## src/verilog/msr_pkg.sv

```systemverilog
// constants, types and shared functions of the modbus slave register map
package msr_pkg;
  // system clock and the fixed upstream line rate
  localparam int CLK_HZ = 250_000_000;
  localparam int UP_BAUD = 19_200;
  localparam int BIT_CYC = CLK_HZ / UP_BAUD;
  // frame gap of 3.5 characters, 10 bits each, in tenths of a bit
  localparam int GAP_BITS_X10 = 350;
  localparam int GAP_CYC = (BIT_CYC * GAP_BITS_X10) / 10;
  localparam int CHAR_BITS = 10;

  // holding register offsets (protocol offset n is holding register 40001 + n)
  localparam logic [15:0] MEAS_FIRST = 16'h0000;
  localparam logic [15:0] MEAS_LAST = 16'h0023;
  localparam logic [15:0] REG_UP_BAUD = 16'h00c8;
  localparam logic [15:0] REG_BUS_ADDR = 16'h00c9;
  localparam logic [15:0] REG_DN_BAUD = 16'h00ca;
  localparam logic [15:0] REG_SDI_ADDR = 16'h00cb;
  localparam logic [15:0] REG_PWR_DELAY = 16'h00cc;
  localparam logic [15:0] REG_WIPE_INT = 16'h00cd;
  localparam logic [15:0] REG_WIPE_FRZ = 16'h00ce;
  localparam int N_PARAM = 18;

  // values after reset
  localparam logic [7:0] BUS_ADDR_RST = 8'h01;
  localparam logic [2:0] DN_BAUD_RST = 3'h1;
  localparam logic [7:0] SDI_ADDR_RST = 8'h30;
  localparam logic [5:0] PWR_DELAY_RST = 6'h00;
  localparam logic [10:0] WIPE_INT_RST = 11'h000;
  localparam logic [5:0] WIPE_FRZ_RST = 6'h0f;

  // legal ranges of the settings
  localparam logic [15:0] BUS_ADDR_MIN = 16'h0001;
  localparam logic [15:0] BUS_ADDR_MAX = 16'h00fa;
  localparam logic [15:0] DN_BAUD_MAX = 16'h0004;
  localparam logic [15:0] PWR_DELAY_MAX = 16'h003c;
  localparam logic [15:0] WIPE_INT_MAX = 16'h05a0;
  localparam logic [15:0] WIPE_FRZ_MAX = 16'h003c;
  localparam logic [15:0] UP_BAUD_WORD = 16'h4b00;

  // protocol codes
  localparam logic [7:0] ANY_ADDR = 8'h00;
  localparam logic [7:0] FN_READ_HOLD = 8'h03;
  localparam logic [7:0] FN_WRITE_ONE = 8'h06;
  localparam logic [7:0] EXC_FLAG = 8'h80;
  localparam logic [7:0] EXC_NONE = 8'h00;
  localparam logic [7:0] EXC_FUNC = 8'h01;
  localparam logic [7:0] EXC_ADDR = 8'h02;
  localparam logic [7:0] EXC_VALUE = 8'h03;
  localparam logic [15:0] MAX_QTY = 16'h007d;
  localparam logic [3:0] REQ_LEN = 4'h8;
  localparam logic [7:0] EXC_LEN = 8'h05;
  localparam logic [7:0] ECHO_LEN = 8'h08;
  localparam logic [15:0] CRC_INIT = 16'hffff;
  localparam logic [15:0] CRC_POLY = 16'ha001;

  typedef enum logic [1:0] {
    MSR_IDLE = 2'b00,
    MSR_RECV = 2'b01,
    MSR_EXEC = 2'b11,
    MSR_SEND = 2'b10
  } msr_fsm_e;

  typedef struct packed {
    logic [7:0] bus_addr;
    logic [2:0] dn_baud_idx;
    logic [16:0] dn_baud_rate;
    logic [7:0] sdi_addr;
    logic [5:0] pwr_delay;
    logic [10:0] wipe_interval;
    logic [5:0] wipe_freeze;
    logic wipe_enable;
  } msr_cfg_s;

  typedef struct packed {
    logic valid;
    logic [4:0] index;
    logic [31:0] value;
  } msr_meas_wr_s;

  // one byte of the reflected crc-16 used on the link
  function automatic logic [15:0] msr_crc_byte(input logic [15:0] crc, input logic [7:0] data);
    logic [15:0] c;
    c = crc ^ {8'h00, data};
    for (int i = 0; i < 8; i++) begin
      c = c[0] ? ((c >> 1) ^ CRC_POLY) : (c >> 1);
    end
    return c;
  endfunction

  // downstream rate in bits per second for an index
  function automatic logic [16:0] msr_dn_rate(input logic [2:0] idx);
    logic [16:0] r;
    unique case (idx)
      3'h0: r = 17'h02580;
      3'h1: r = 17'h04b00;
      3'h2: r = 17'h09600;
      3'h3: r = 17'h0e100;
      3'h4: r = 17'h1c200;
      default: r = 17'h04b00;
    endcase
    return r;
  endfunction
endpackage

```

## src/verilog/msr_slave.sv

```systemverilog
// modbus rtu slave with measurement and settings holding registers
//
// Operation
// - characters are 8 data, no parity, 1 stop
// - link runs at 19200 bits per second
// - full-duplex or half-duplex shared line pair
// - host indication selects rs232, else rs485
// - measurements from register 40001, two words each
// - each measurement is an ieee-754 single word
// - bus address register 1..250, resets to 1
// - requests to address 0 also answered
// - downstream index 0..4 maps 9600..115200
// - settings at holding registers 40201 to 40207
// - upstream baud register reads fixed 19200
// - secondary address is digit or letter
// - freeze 0..60 s, interval 0..1440 min
// - zero wipe interval disables auto wiping
`timescale 1ns/1ps
module msr_slave #(
  parameter int BIT_CYCLES = msr_pkg::BIT_CYC,
  parameter int GAP_CYCLES = msr_pkg::GAP_CYC
) (
  input wire logic clk_sys_i,
  input wire logic rst_n_i,
  input wire logic rx_i,
  input wire logic host_rs232_i,
  input wire msr_pkg::msr_meas_wr_s meas_wr_i,
  output logic tx_o,
  output logic tx_oe_o,
  output logic rs232_mode_o,
  output msr_pkg::msr_cfg_s cfg_o
);
  localparam int TW = $clog2(BIT_CYCLES + 1);
  localparam int GW = $clog2(GAP_CYCLES + 1);
  localparam logic [TW-1:0] BIT_LAST = TW'(BIT_CYCLES - 1);
  localparam logic [TW-1:0] BIT_HALF = TW'(BIT_CYCLES / 2);
  localparam logic [GW-1:0] GAP_DONE = GW'(GAP_CYCLES);
  localparam logic [3:0] STOP_BIT = 4'(msr_pkg::CHAR_BITS - 1);

  // the timers cannot serve a bit shorter than four clocks or a gap under one bit
  if (BIT_CYCLES < 4 || GAP_CYCLES < BIT_CYCLES) begin : g_bad_timing
    $error("msr_slave: BIT_CYCLES or GAP_CYCLES out of range");
  end

  typedef struct packed {
    msr_pkg::msr_fsm_e fsm;
    logic rs232;
    logic rx_busy;
    logic [TW-1:0] rx_tmr;
    logic [3:0] rx_bit;
    logic [7:0] rx_sh;
    logic [GW-1:0] gap;
    logic [3:0] cnt;
    logic bad;
    logic [7:0][7:0] req;
    logic [15:0] crc_rx;
    logic [7:0] ntx;
    logic [7:0] tx_idx;
    logic [3:0] tx_bit;
    logic [TW-1:0] tx_tmr;
    logic [9:0] tx_sh;
    logic [15:0] crc_tx;
    logic [7:0] exc;
    logic tx_oe;
    logic [msr_pkg::N_PARAM-1:0][31:0] meas;
    msr_pkg::msr_cfg_s cfg;
  } msr_state_s;

  msr_state_s st;
  msr_state_s next_st;
  logic rx_done;
  logic [7:0] rx_byte;
  logic [15:0] start;
  logic [15:0] qty;
  logic [16:0] last;
  logic [7:0] ld_idx;
  logic [7:0] ld_byte;
  logic ld_data;

  // word seen by the master at a protocol offset
  function automatic logic [15:0] reg_word(input logic [15:0] a);
    logic [15:0] w;
    w = 16'h0000;
    if (a <= msr_pkg::MEAS_LAST) begin
      w = a[0] ? st.meas[a[5:1]][15:0] : st.meas[a[5:1]][31:16];
    end else begin
      unique case (a)
        msr_pkg::REG_UP_BAUD: w = msr_pkg::UP_BAUD_WORD;
        msr_pkg::REG_BUS_ADDR: w = {8'h00, st.cfg.bus_addr};
        msr_pkg::REG_DN_BAUD: w = {13'h0000, st.cfg.dn_baud_idx};
        msr_pkg::REG_SDI_ADDR: w = {8'h00, st.cfg.sdi_addr};
        msr_pkg::REG_PWR_DELAY: w = {10'h000, st.cfg.pwr_delay};
        msr_pkg::REG_WIPE_INT: w = {5'h00, st.cfg.wipe_interval};
        msr_pkg::REG_WIPE_FRZ: w = {10'h000, st.cfg.wipe_freeze};
        default: w = 16'h0000;
      endcase
    end
    return w;
  endfunction

  // value check for a single register write
  function automatic logic wr_ok(input logic [15:0] a, input logic [15:0] v);
    logic ok;
    ok = 1'b0;
    unique case (a)
      msr_pkg::REG_BUS_ADDR:
        ok = v >= msr_pkg::BUS_ADDR_MIN && v <= msr_pkg::BUS_ADDR_MAX;
      msr_pkg::REG_DN_BAUD: ok = v <= msr_pkg::DN_BAUD_MAX;
      msr_pkg::REG_SDI_ADDR:
        ok = (v >= 16'h0030 && v <= 16'h0039) || (v >= 16'h0041 && v <= 16'h005a)
          || (v >= 16'h0061 && v <= 16'h007a);
      msr_pkg::REG_PWR_DELAY: ok = v <= msr_pkg::PWR_DELAY_MAX;
      msr_pkg::REG_WIPE_INT: ok = v <= msr_pkg::WIPE_INT_MAX;
      msr_pkg::REG_WIPE_FRZ: ok = v <= msr_pkg::WIPE_FRZ_MAX;
      default: ok = 1'b0;
    endcase
    return ok;
  endfunction

  // content byte of the reply at a given position, crc excluded
  function automatic logic [7:0] resp_byte(input logic [7:0] idx);
    logic [7:0] b;
    logic [7:0] d;
    logic [15:0] w;
    b = 8'h00;
    d = idx - 8'h03;
    w = reg_word(st.req[2] * 16'h0100 + {8'h00, st.req[3]} + {9'h000, d[7:1]});
    if (idx == 8'h00) begin
      b = st.req[0];
    end else if (idx == 8'h01) begin
      b = (st.exc != msr_pkg::EXC_NONE) ? (st.req[1] | msr_pkg::EXC_FLAG) : st.req[1];
    end else if (st.exc != msr_pkg::EXC_NONE) begin
      b = st.exc;
    end else if (st.req[1] == msr_pkg::FN_WRITE_ONE) begin
      b = st.req[idx[2:0]];
    end else if (idx == 8'h02) begin
      b = {st.req[5][6:0], 1'b0};
    end else begin
      b = d[0] ? w[7:0] : w[15:8];
    end
    return b;
  endfunction

  // request fields and the next byte to put on the line
  always_comb begin
    start = {st.req[2], st.req[3]};
    qty = {st.req[4], st.req[5]};
    last = {1'b0, start} + {1'b0, qty} - 17'h00001;
    ld_idx = (st.fsm == msr_pkg::MSR_EXEC) ? 8'h00 : st.tx_idx + 8'h01;
    ld_data = ld_idx < st.ntx - 8'h02;
    if (ld_data) begin
      ld_byte = resp_byte(ld_idx);
    end else if (ld_idx == st.ntx - 8'h02) begin
      ld_byte = st.crc_tx[7:0];
    end else begin
      ld_byte = st.crc_tx[15:8];
    end
  end

  // all next-state logic
  always_comb begin
    next_st = st;
    rx_done = 1'b0;
    rx_byte = st.rx_sh;

    // receiver samples mid-bit; a character whose stop bit is low is dropped
    if (!st.rx_busy) begin
      if (!rx_i) begin
        next_st.rx_busy = 1'b1;
        next_st.rx_tmr = BIT_HALF;
        next_st.rx_bit = 4'h0;
      end
    end else if (st.rx_tmr != '0) begin
      next_st.rx_tmr = st.rx_tmr - TW'(1);
    end else begin
      next_st.rx_tmr = BIT_LAST;
      next_st.rx_bit = st.rx_bit + 4'h1;
      if (st.rx_bit == 4'h0 && rx_i) begin
        next_st.rx_busy = 1'b0; // glitch, not a start bit
      end else if (st.rx_bit == STOP_BIT) begin
        next_st.rx_busy = 1'b0;
        rx_done = rx_i;
        if (!rx_i && st.fsm == msr_pkg::MSR_RECV) begin
          next_st.bad = 1'b1;
        end
      end else if (st.rx_bit != 4'h0) begin
        next_st.rx_sh = {rx_i, st.rx_sh[7:1]};
      end
    end

    // silence timer marks the end of a frame
    if (st.rx_busy || !rx_i) begin
      next_st.gap = '0;
    end else if (st.gap != GAP_DONE) begin
      next_st.gap = st.gap + GW'(1);
    end

    // measurement values arrive already in single-precision format
    if (meas_wr_i.valid && meas_wr_i.index < 5'(msr_pkg::N_PARAM)) begin
      next_st.meas[meas_wr_i.index] = meas_wr_i.value;
    end

    unique case (st.fsm)
      msr_pkg::MSR_IDLE: begin
        next_st.rs232 = host_rs232_i;
        next_st.cnt = 4'h0;
        next_st.bad = 1'b0;
        next_st.crc_rx = msr_pkg::CRC_INIT;
        next_st.crc_tx = msr_pkg::CRC_INIT;
        if (rx_done) begin
          next_st.req[0] = rx_byte;
          next_st.cnt = 4'h1;
          next_st.crc_rx = msr_pkg::msr_crc_byte(msr_pkg::CRC_INIT, rx_byte);
          next_st.fsm = msr_pkg::MSR_RECV;
        end
      end
      msr_pkg::MSR_RECV: begin
        // only eight-byte requests are served; longer ones are dropped silently
        if (rx_done) begin
          if (st.cnt < msr_pkg::REQ_LEN) begin
            next_st.req[st.cnt[2:0]] = rx_byte;
            next_st.cnt = st.cnt + 4'h1;
            next_st.crc_rx = msr_pkg::msr_crc_byte(st.crc_rx, rx_byte);
          end else begin
            next_st.bad = 1'b1;
          end
        end else if (st.gap == GAP_DONE) begin
          if (!st.bad && st.cnt == msr_pkg::REQ_LEN && st.crc_rx == 16'h0000
              && (st.req[0] == st.cfg.bus_addr || st.req[0] == msr_pkg::ANY_ADDR)) begin
            next_st.fsm = msr_pkg::MSR_EXEC;
          end else begin
            next_st.fsm = msr_pkg::MSR_IDLE;
          end
        end
      end
      msr_pkg::MSR_EXEC: begin
        next_st.exc = msr_pkg::EXC_NONE;
        next_st.ntx = msr_pkg::EXC_LEN;
        if (st.req[1] == msr_pkg::FN_READ_HOLD) begin
          if (qty == 16'h0000 || qty > msr_pkg::MAX_QTY) begin
            next_st.exc = msr_pkg::EXC_VALUE;
          end else if (!(last <= {1'b0, msr_pkg::MEAS_LAST}
                       || (start >= msr_pkg::REG_UP_BAUD
                           && last <= {1'b0, msr_pkg::REG_WIPE_FRZ}))) begin
            next_st.exc = msr_pkg::EXC_ADDR;
          end else begin
            next_st.ntx = msr_pkg::EXC_LEN + {qty[6:0], 1'b0};
          end
        end else if (st.req[1] == msr_pkg::FN_WRITE_ONE) begin
          if (start < msr_pkg::REG_BUS_ADDR || start > msr_pkg::REG_WIPE_FRZ) begin
            next_st.exc = msr_pkg::EXC_ADDR;
          end else if (!wr_ok(start, qty)) begin
            next_st.exc = msr_pkg::EXC_VALUE;
          end else begin
            next_st.ntx = msr_pkg::ECHO_LEN;
            unique case (start)
              msr_pkg::REG_BUS_ADDR: next_st.cfg.bus_addr = qty[7:0];
              msr_pkg::REG_DN_BAUD: next_st.cfg.dn_baud_idx = qty[2:0];
              msr_pkg::REG_SDI_ADDR: next_st.cfg.sdi_addr = qty[7:0];
              msr_pkg::REG_PWR_DELAY: next_st.cfg.pwr_delay = qty[5:0];
              msr_pkg::REG_WIPE_INT: next_st.cfg.wipe_interval = qty[10:0];
              default: next_st.cfg.wipe_freeze = qty[5:0];
            endcase
          end
        end else begin
          next_st.exc = msr_pkg::EXC_FUNC;
        end
        // first byte is the echoed address, known before the reply length
        next_st.tx_idx = 8'h00;
        next_st.tx_sh = {1'b1, ld_byte, 1'b0};
        next_st.tx_bit = 4'h0;
        next_st.tx_tmr = BIT_LAST;
        next_st.crc_tx = msr_pkg::msr_crc_byte(st.crc_tx, ld_byte);
        next_st.fsm = msr_pkg::MSR_SEND;
      end
      msr_pkg::MSR_SEND: begin
        // own echo on the shared pair is ignored while sending
        if (st.tx_tmr != '0) begin
          next_st.tx_tmr = st.tx_tmr - TW'(1);
        end else if (st.tx_bit != STOP_BIT) begin
          next_st.tx_tmr = BIT_LAST;
          next_st.tx_bit = st.tx_bit + 4'h1;
          next_st.tx_sh = {1'b1, st.tx_sh[9:1]};
        end else if (ld_idx == st.ntx) begin
          next_st.fsm = msr_pkg::MSR_IDLE;
        end else begin
          next_st.tx_idx = ld_idx;
          next_st.tx_sh = {1'b1, ld_byte, 1'b0};
          next_st.tx_bit = 4'h0;
          next_st.tx_tmr = BIT_LAST;
          if (ld_data) begin
            next_st.crc_tx = msr_pkg::msr_crc_byte(st.crc_tx, ld_byte);
          end
        end
      end
    endcase

    // rs232 keeps its own transmit line driven; rs485 drives only while replying
    next_st.tx_oe = next_st.fsm == msr_pkg::MSR_SEND || next_st.rs232;
    next_st.cfg.dn_baud_rate = msr_pkg::msr_dn_rate(next_st.cfg.dn_baud_idx);
    next_st.cfg.wipe_enable = next_st.cfg.wipe_interval != 11'h000;
  end

  // state register with documented defaults
  always_ff @(posedge clk_sys_i or negedge rst_n_i) begin
    if (!rst_n_i) begin
      st <= '0;
      st.fsm <= msr_pkg::MSR_IDLE;
      st.tx_sh <= 10'h3ff;
      st.crc_rx <= msr_pkg::CRC_INIT;
      st.crc_tx <= msr_pkg::CRC_INIT;
      st.cfg.bus_addr <= msr_pkg::BUS_ADDR_RST;
      st.cfg.dn_baud_idx <= msr_pkg::DN_BAUD_RST;
      st.cfg.dn_baud_rate <= 17'h04b00;
      st.cfg.sdi_addr <= msr_pkg::SDI_ADDR_RST;
      st.cfg.pwr_delay <= msr_pkg::PWR_DELAY_RST;
      st.cfg.wipe_interval <= msr_pkg::WIPE_INT_RST;
      st.cfg.wipe_freeze <= msr_pkg::WIPE_FRZ_RST;
    end else begin
      st <= next_st;
    end
  end

  assign tx_o = st.tx_sh[0];
  assign tx_oe_o = st.tx_oe;
  assign rs232_mode_o = st.rs232;
  assign cfg_o = st.cfg;
endmodule
```

## config.mk

```make
export PLATFORM = sky130hd
export DESIGN_NAME = msr_slave
export DESIGN_NICKNAME = d
export VERILOG_FILES = /design/src/verilog/msr_pkg.sv /design/src/verilog/msr_slave.sv
export SDC_FILE = /design/constraint.sdc
export NUM_CORES = 2
export LEC_CHECK = 0
export BUFFER_PORTS_ARGS = -buffer_cell sky130_fd_sc_hd__buf_2
export CELL_PAD_IN_SITES_DETAIL_PLACEMENT = 1
export CELL_PAD_IN_SITES_GLOBAL_PLACEMENT = 1
export CORE_ASPECT_RATIO = 0.9
export CORE_UTILIZATION = 51
export CTS_BUF_LIST = sky130_fd_sc_hd__clkbuf_16
export DETAILED_ROUTE_END_ITERATION = 10
export PLACE_DENSITY = 0.86
export SETUP_SLACK_MARGIN = 0.5
export SYNTH_ARGS = -nofsm -noshare
export SYNTH_HDL_FRONTEND = slang
export SYNTH_SLANG_ARGS = --single-unit
```

## constraint.sdc

```tcl
create_clock -name clk_sys_i -period 12.75 [get_ports clk_sys_i]
set_input_delay 0.6375 -clock clk_sys_i [delete_from_list [all_inputs] [get_ports clk_sys_i]]
set_output_delay 0.6375 -clock clk_sys_i [all_outputs]
set_load 0.005 [all_outputs]
```

==> flow_summary_export.csv <==
group,metric,value,unit
synthesis,synth_cells,3806,
placement,numPortBuffers,97,
worst_setup_path,path_class,"flop to flop",
synthesis,synth_warnings,0,
cts,h-tree-depth,3,
route,post-route-drc-count,0,
route,ant_nets,0,
min_path,hp-class,"primary input to asynchronous set/reset pin",
cts,post_cts_buffers,0,
final_layout,fin_area,47700,µm²
global_routing,grt.total_usage,35.0,%
worst_setup_path,cp_cell_sequence,"nand2_1, buf_4, nand2_1, clkinv_1, xnor2_1, ha_1, a211oi_4, nor3_4, buf_4, nor2_4, buf_4, a2111oi_0, nor4_1, o22ai_1, a21oi_1, a32o_1, o21ai_1, a22oi_1, xor3_2, xor3_1, o22a_1",
final_layout,area_growth,8.98,%
final_layout,n_fill_cell,8627,
cts,clock-root-buffer,"clkbuf_16",
timing,tns,0,ns
timing,layout_min_cycle_time,9.15,ns
final_layout,nets,3864,
worst_setup_path,slowest_stage,"nor4_1",
timing,finClkSkew,0.0496,ns
floorplan,die-area,87100,µm²
route,firstDrtPassIters,6,
final_layout,multiInputGateArea,21200,µm²
global_routing,grtUsageMet3,9.79,%
placement,dp_hpwl,91600,µm
cts,clock_sinks,825,
global_routing,grt_max_degree,171,
route,vias,33600,
floorplan,num_rows,101,
cts,clk_pin_slew,0.06,ns
run_status,outcome,"complete, no violations",
worst_setup_path,cp-start-kind,"flop",
power_and_ir_drop,p_leak,0.0216,µW
final_layout,drive_above_1_share,30.7,%
floorplan,die_w,311,µm
floorplan,ios,105,
timing,drv_slew,0,
floorplan,start_util,51.7,%
final_layout,final-seq-area,20700,µm²
timing,worstMarginPinSlew,1.35,ns
cts,hold_buffers,0,
final_layout,final_cell_mix,"dfrtp_1 (772), mux2_2 (681), nand2_1 (306)",
cts,cts_buffers,90,
placement,place_congestion,0.962,
synthesis,synth_area,43800,µm²
power_and_ir_drop,power_density,140,nW/µm²
route,viasPerCell,6.77,
synthesis,synthArstFlopShare,100,%
power_and_ir_drop,ir_drop,0.0828,mV
synthesis,ys_types,113,
worst_setup_path,crit_buf_inv,4,
route,drt_iter0_markers,3468,
timing,whs,0.000587,ns
route,drt-total-wl,152000,µm
timing,setup_viol,0,
timing,relSlewSlack,9.97,%
worst_setup_path,cpMostUsedCell,"buf_4",
global_routing,grt_overflow,0,
cts,clk_path_buf_depth,3,
global_routing,grtUsageMet2,54.2,%
route,wl_per_cell,30.7,µm
power_and_ir_drop,p_total,6680,µW
synthesis,synth_seq_area_share,47.3,%
cts,clk_latency,0.70,ns
worst_setup_path,critPathTopFamily,"simple AND/OR/NAND/NOR gates",
floorplan,core,84700,µm²
synthesis,avgSynthCellArea,11.5,µm²
global_routing,grt_pass1_vias,36000,
final_layout,final_common_cell,"dfrtp_1",
worst_setup_path,worstPathRequired,13.33,ns
cts,cts_tree,"built",
synthesis,synth_edf_count,0,
worst_setup_path,slowest_delay,1.03,ns
cts,postCtsResizedCells,0,
synthesis,ys_ff_latch,825,
timing,final.period_utilization,71.7,%
global_routing,antenna_found_initial,11,
timing,hold_viol_final,0,
synthesis,ys.flop_type,"dfrtp_1",
floorplan,fp.dieH,280,µm
worst_setup_path,end_kind,"flop",
global_routing,grt.busiest_layer,"met2",
global_routing,grt_first_pass_wirelength,232000,µm
worst_setup_path,worstPathArrival,9.73,ns
worst_setup_path,cp_max_fo,50,
final_layout,fin_util,56.4,%
timing,rsz0062_at_grt,"false",
placement,dpl_cell_area,44800,µm²
job,maxCapViolCount,0,
global_routing,grt_use_met1,44.6,%
timing,fmax,0.109,GHz
-- logic make-up after synthesis --
kind of cell | after synthesis | share of synthesized area [%]
compound gates | 611 | 9.44
simple gates | 844 | 9.26
other cells | 1 | 0.00856
mux | 909 | 24.7
fa+ha+maj | 68 | 1.98
buf+inv | 428 | 4.58
flops | 825 | 47.3
xor+xnor | 120 | 2.81
-- cell usage after synthesis, types with 67 or more instances --
cell,n,share of area (%)
dfrtp_1,772,44
mux2_2,681,18
nand2_1,318,2.7
mux2i_1,159,3.6
o21ai_0,158,1.8
nor2_1,149,1.3
a21oi_1,135,1.5
clkbuf_1,132,1.1
inv_1,111,0.95
nand3_1,85,0.97
buf_4,78,1.3
xnor2_1,69,1.4
mux4_2,68,3.5
nor3_1,67,0.77
-- worst reg2reg max path: stages, from the launching register on --
cell and delay, ns:
dfrtp_1 0.77, nand2_1 0.13, buf_4 0.27, nand2_1 0.55, clkinv_1 0.44, xnor2_1 0.44, ha_1 0.38, a211oi_4 0.50
nor3_4 0.16, buf_4 0.26, nor2_4 0.56, buf_4 0.84, a2111oi_0 0.28, nor4_1 1.03, o22ai_1 0.24, a21oi_1 0.27
a32o_1 0.28, o21ai_1 0.09, a22oi_1 0.39, xor3_2 0.52, xor3_1 0.44, o22a_1 0.20
-- final timing paths --
| check | to | depth (start not counted) | slack (ns) | from |
|---|---|---|---|---|
| setup / recovery | st[645] | 21 | 3.60 | st[837] |
| hold / removal | st[486] | 1 | 0.0006 | rst_n_i |
| setup reg to reg | st[645] | 21 | 3.60 | st[837] |
| hold reg to reg | st[709] | 2 | 0.47 | st[717] |
| max in group asynchronous | cfg_o[45] | 4 | 9.48 | rst_n_i |
| min in group clk_sys_i | st[835] | 2 | 0.26 | rx_i |
-- layer usage --
layer,wire length [µm],vias up
li1,-,13700
met1,60100,17300
met2,68500,1922
met3,14700,665
met4,9040,12
met5,72,-
-- layout make-up --
type,instances,share of cell area [%]
antenna,3,0.0157
clock buffer,92,4.82
clock inverter,75,1.33
inverter,116,0.917
multi-input combinational,2559,44.5
sequential,825,43.4
tap,1133,2.97
timing repair buffer,162,2.11
-- stage by stage --
step,std cells,setup slack [ns]
final,4965,3.60
after global routing,4964,3.42
after CTS,4962,4.09
after global placement,4795,4.50
after detailed placement,4795,4.30
after floorplan,3812,6.69
-- where the power goes --
group	total, µW	internal, µW	switching (µW)
clock	2670	1480	1180
sequential	3250	2990	265
combinational	760	409	351
-- registers in the layout, summed over array words and instances, names as in the netlist --
register / cells
qty: 16
rx_byte: 8
st: 745
rs232_mode_o: 1
tx_o: 1
cfg_o: 53
tx_oe_o: 1
Note: power is estimated with default switching activity, not from simulation.
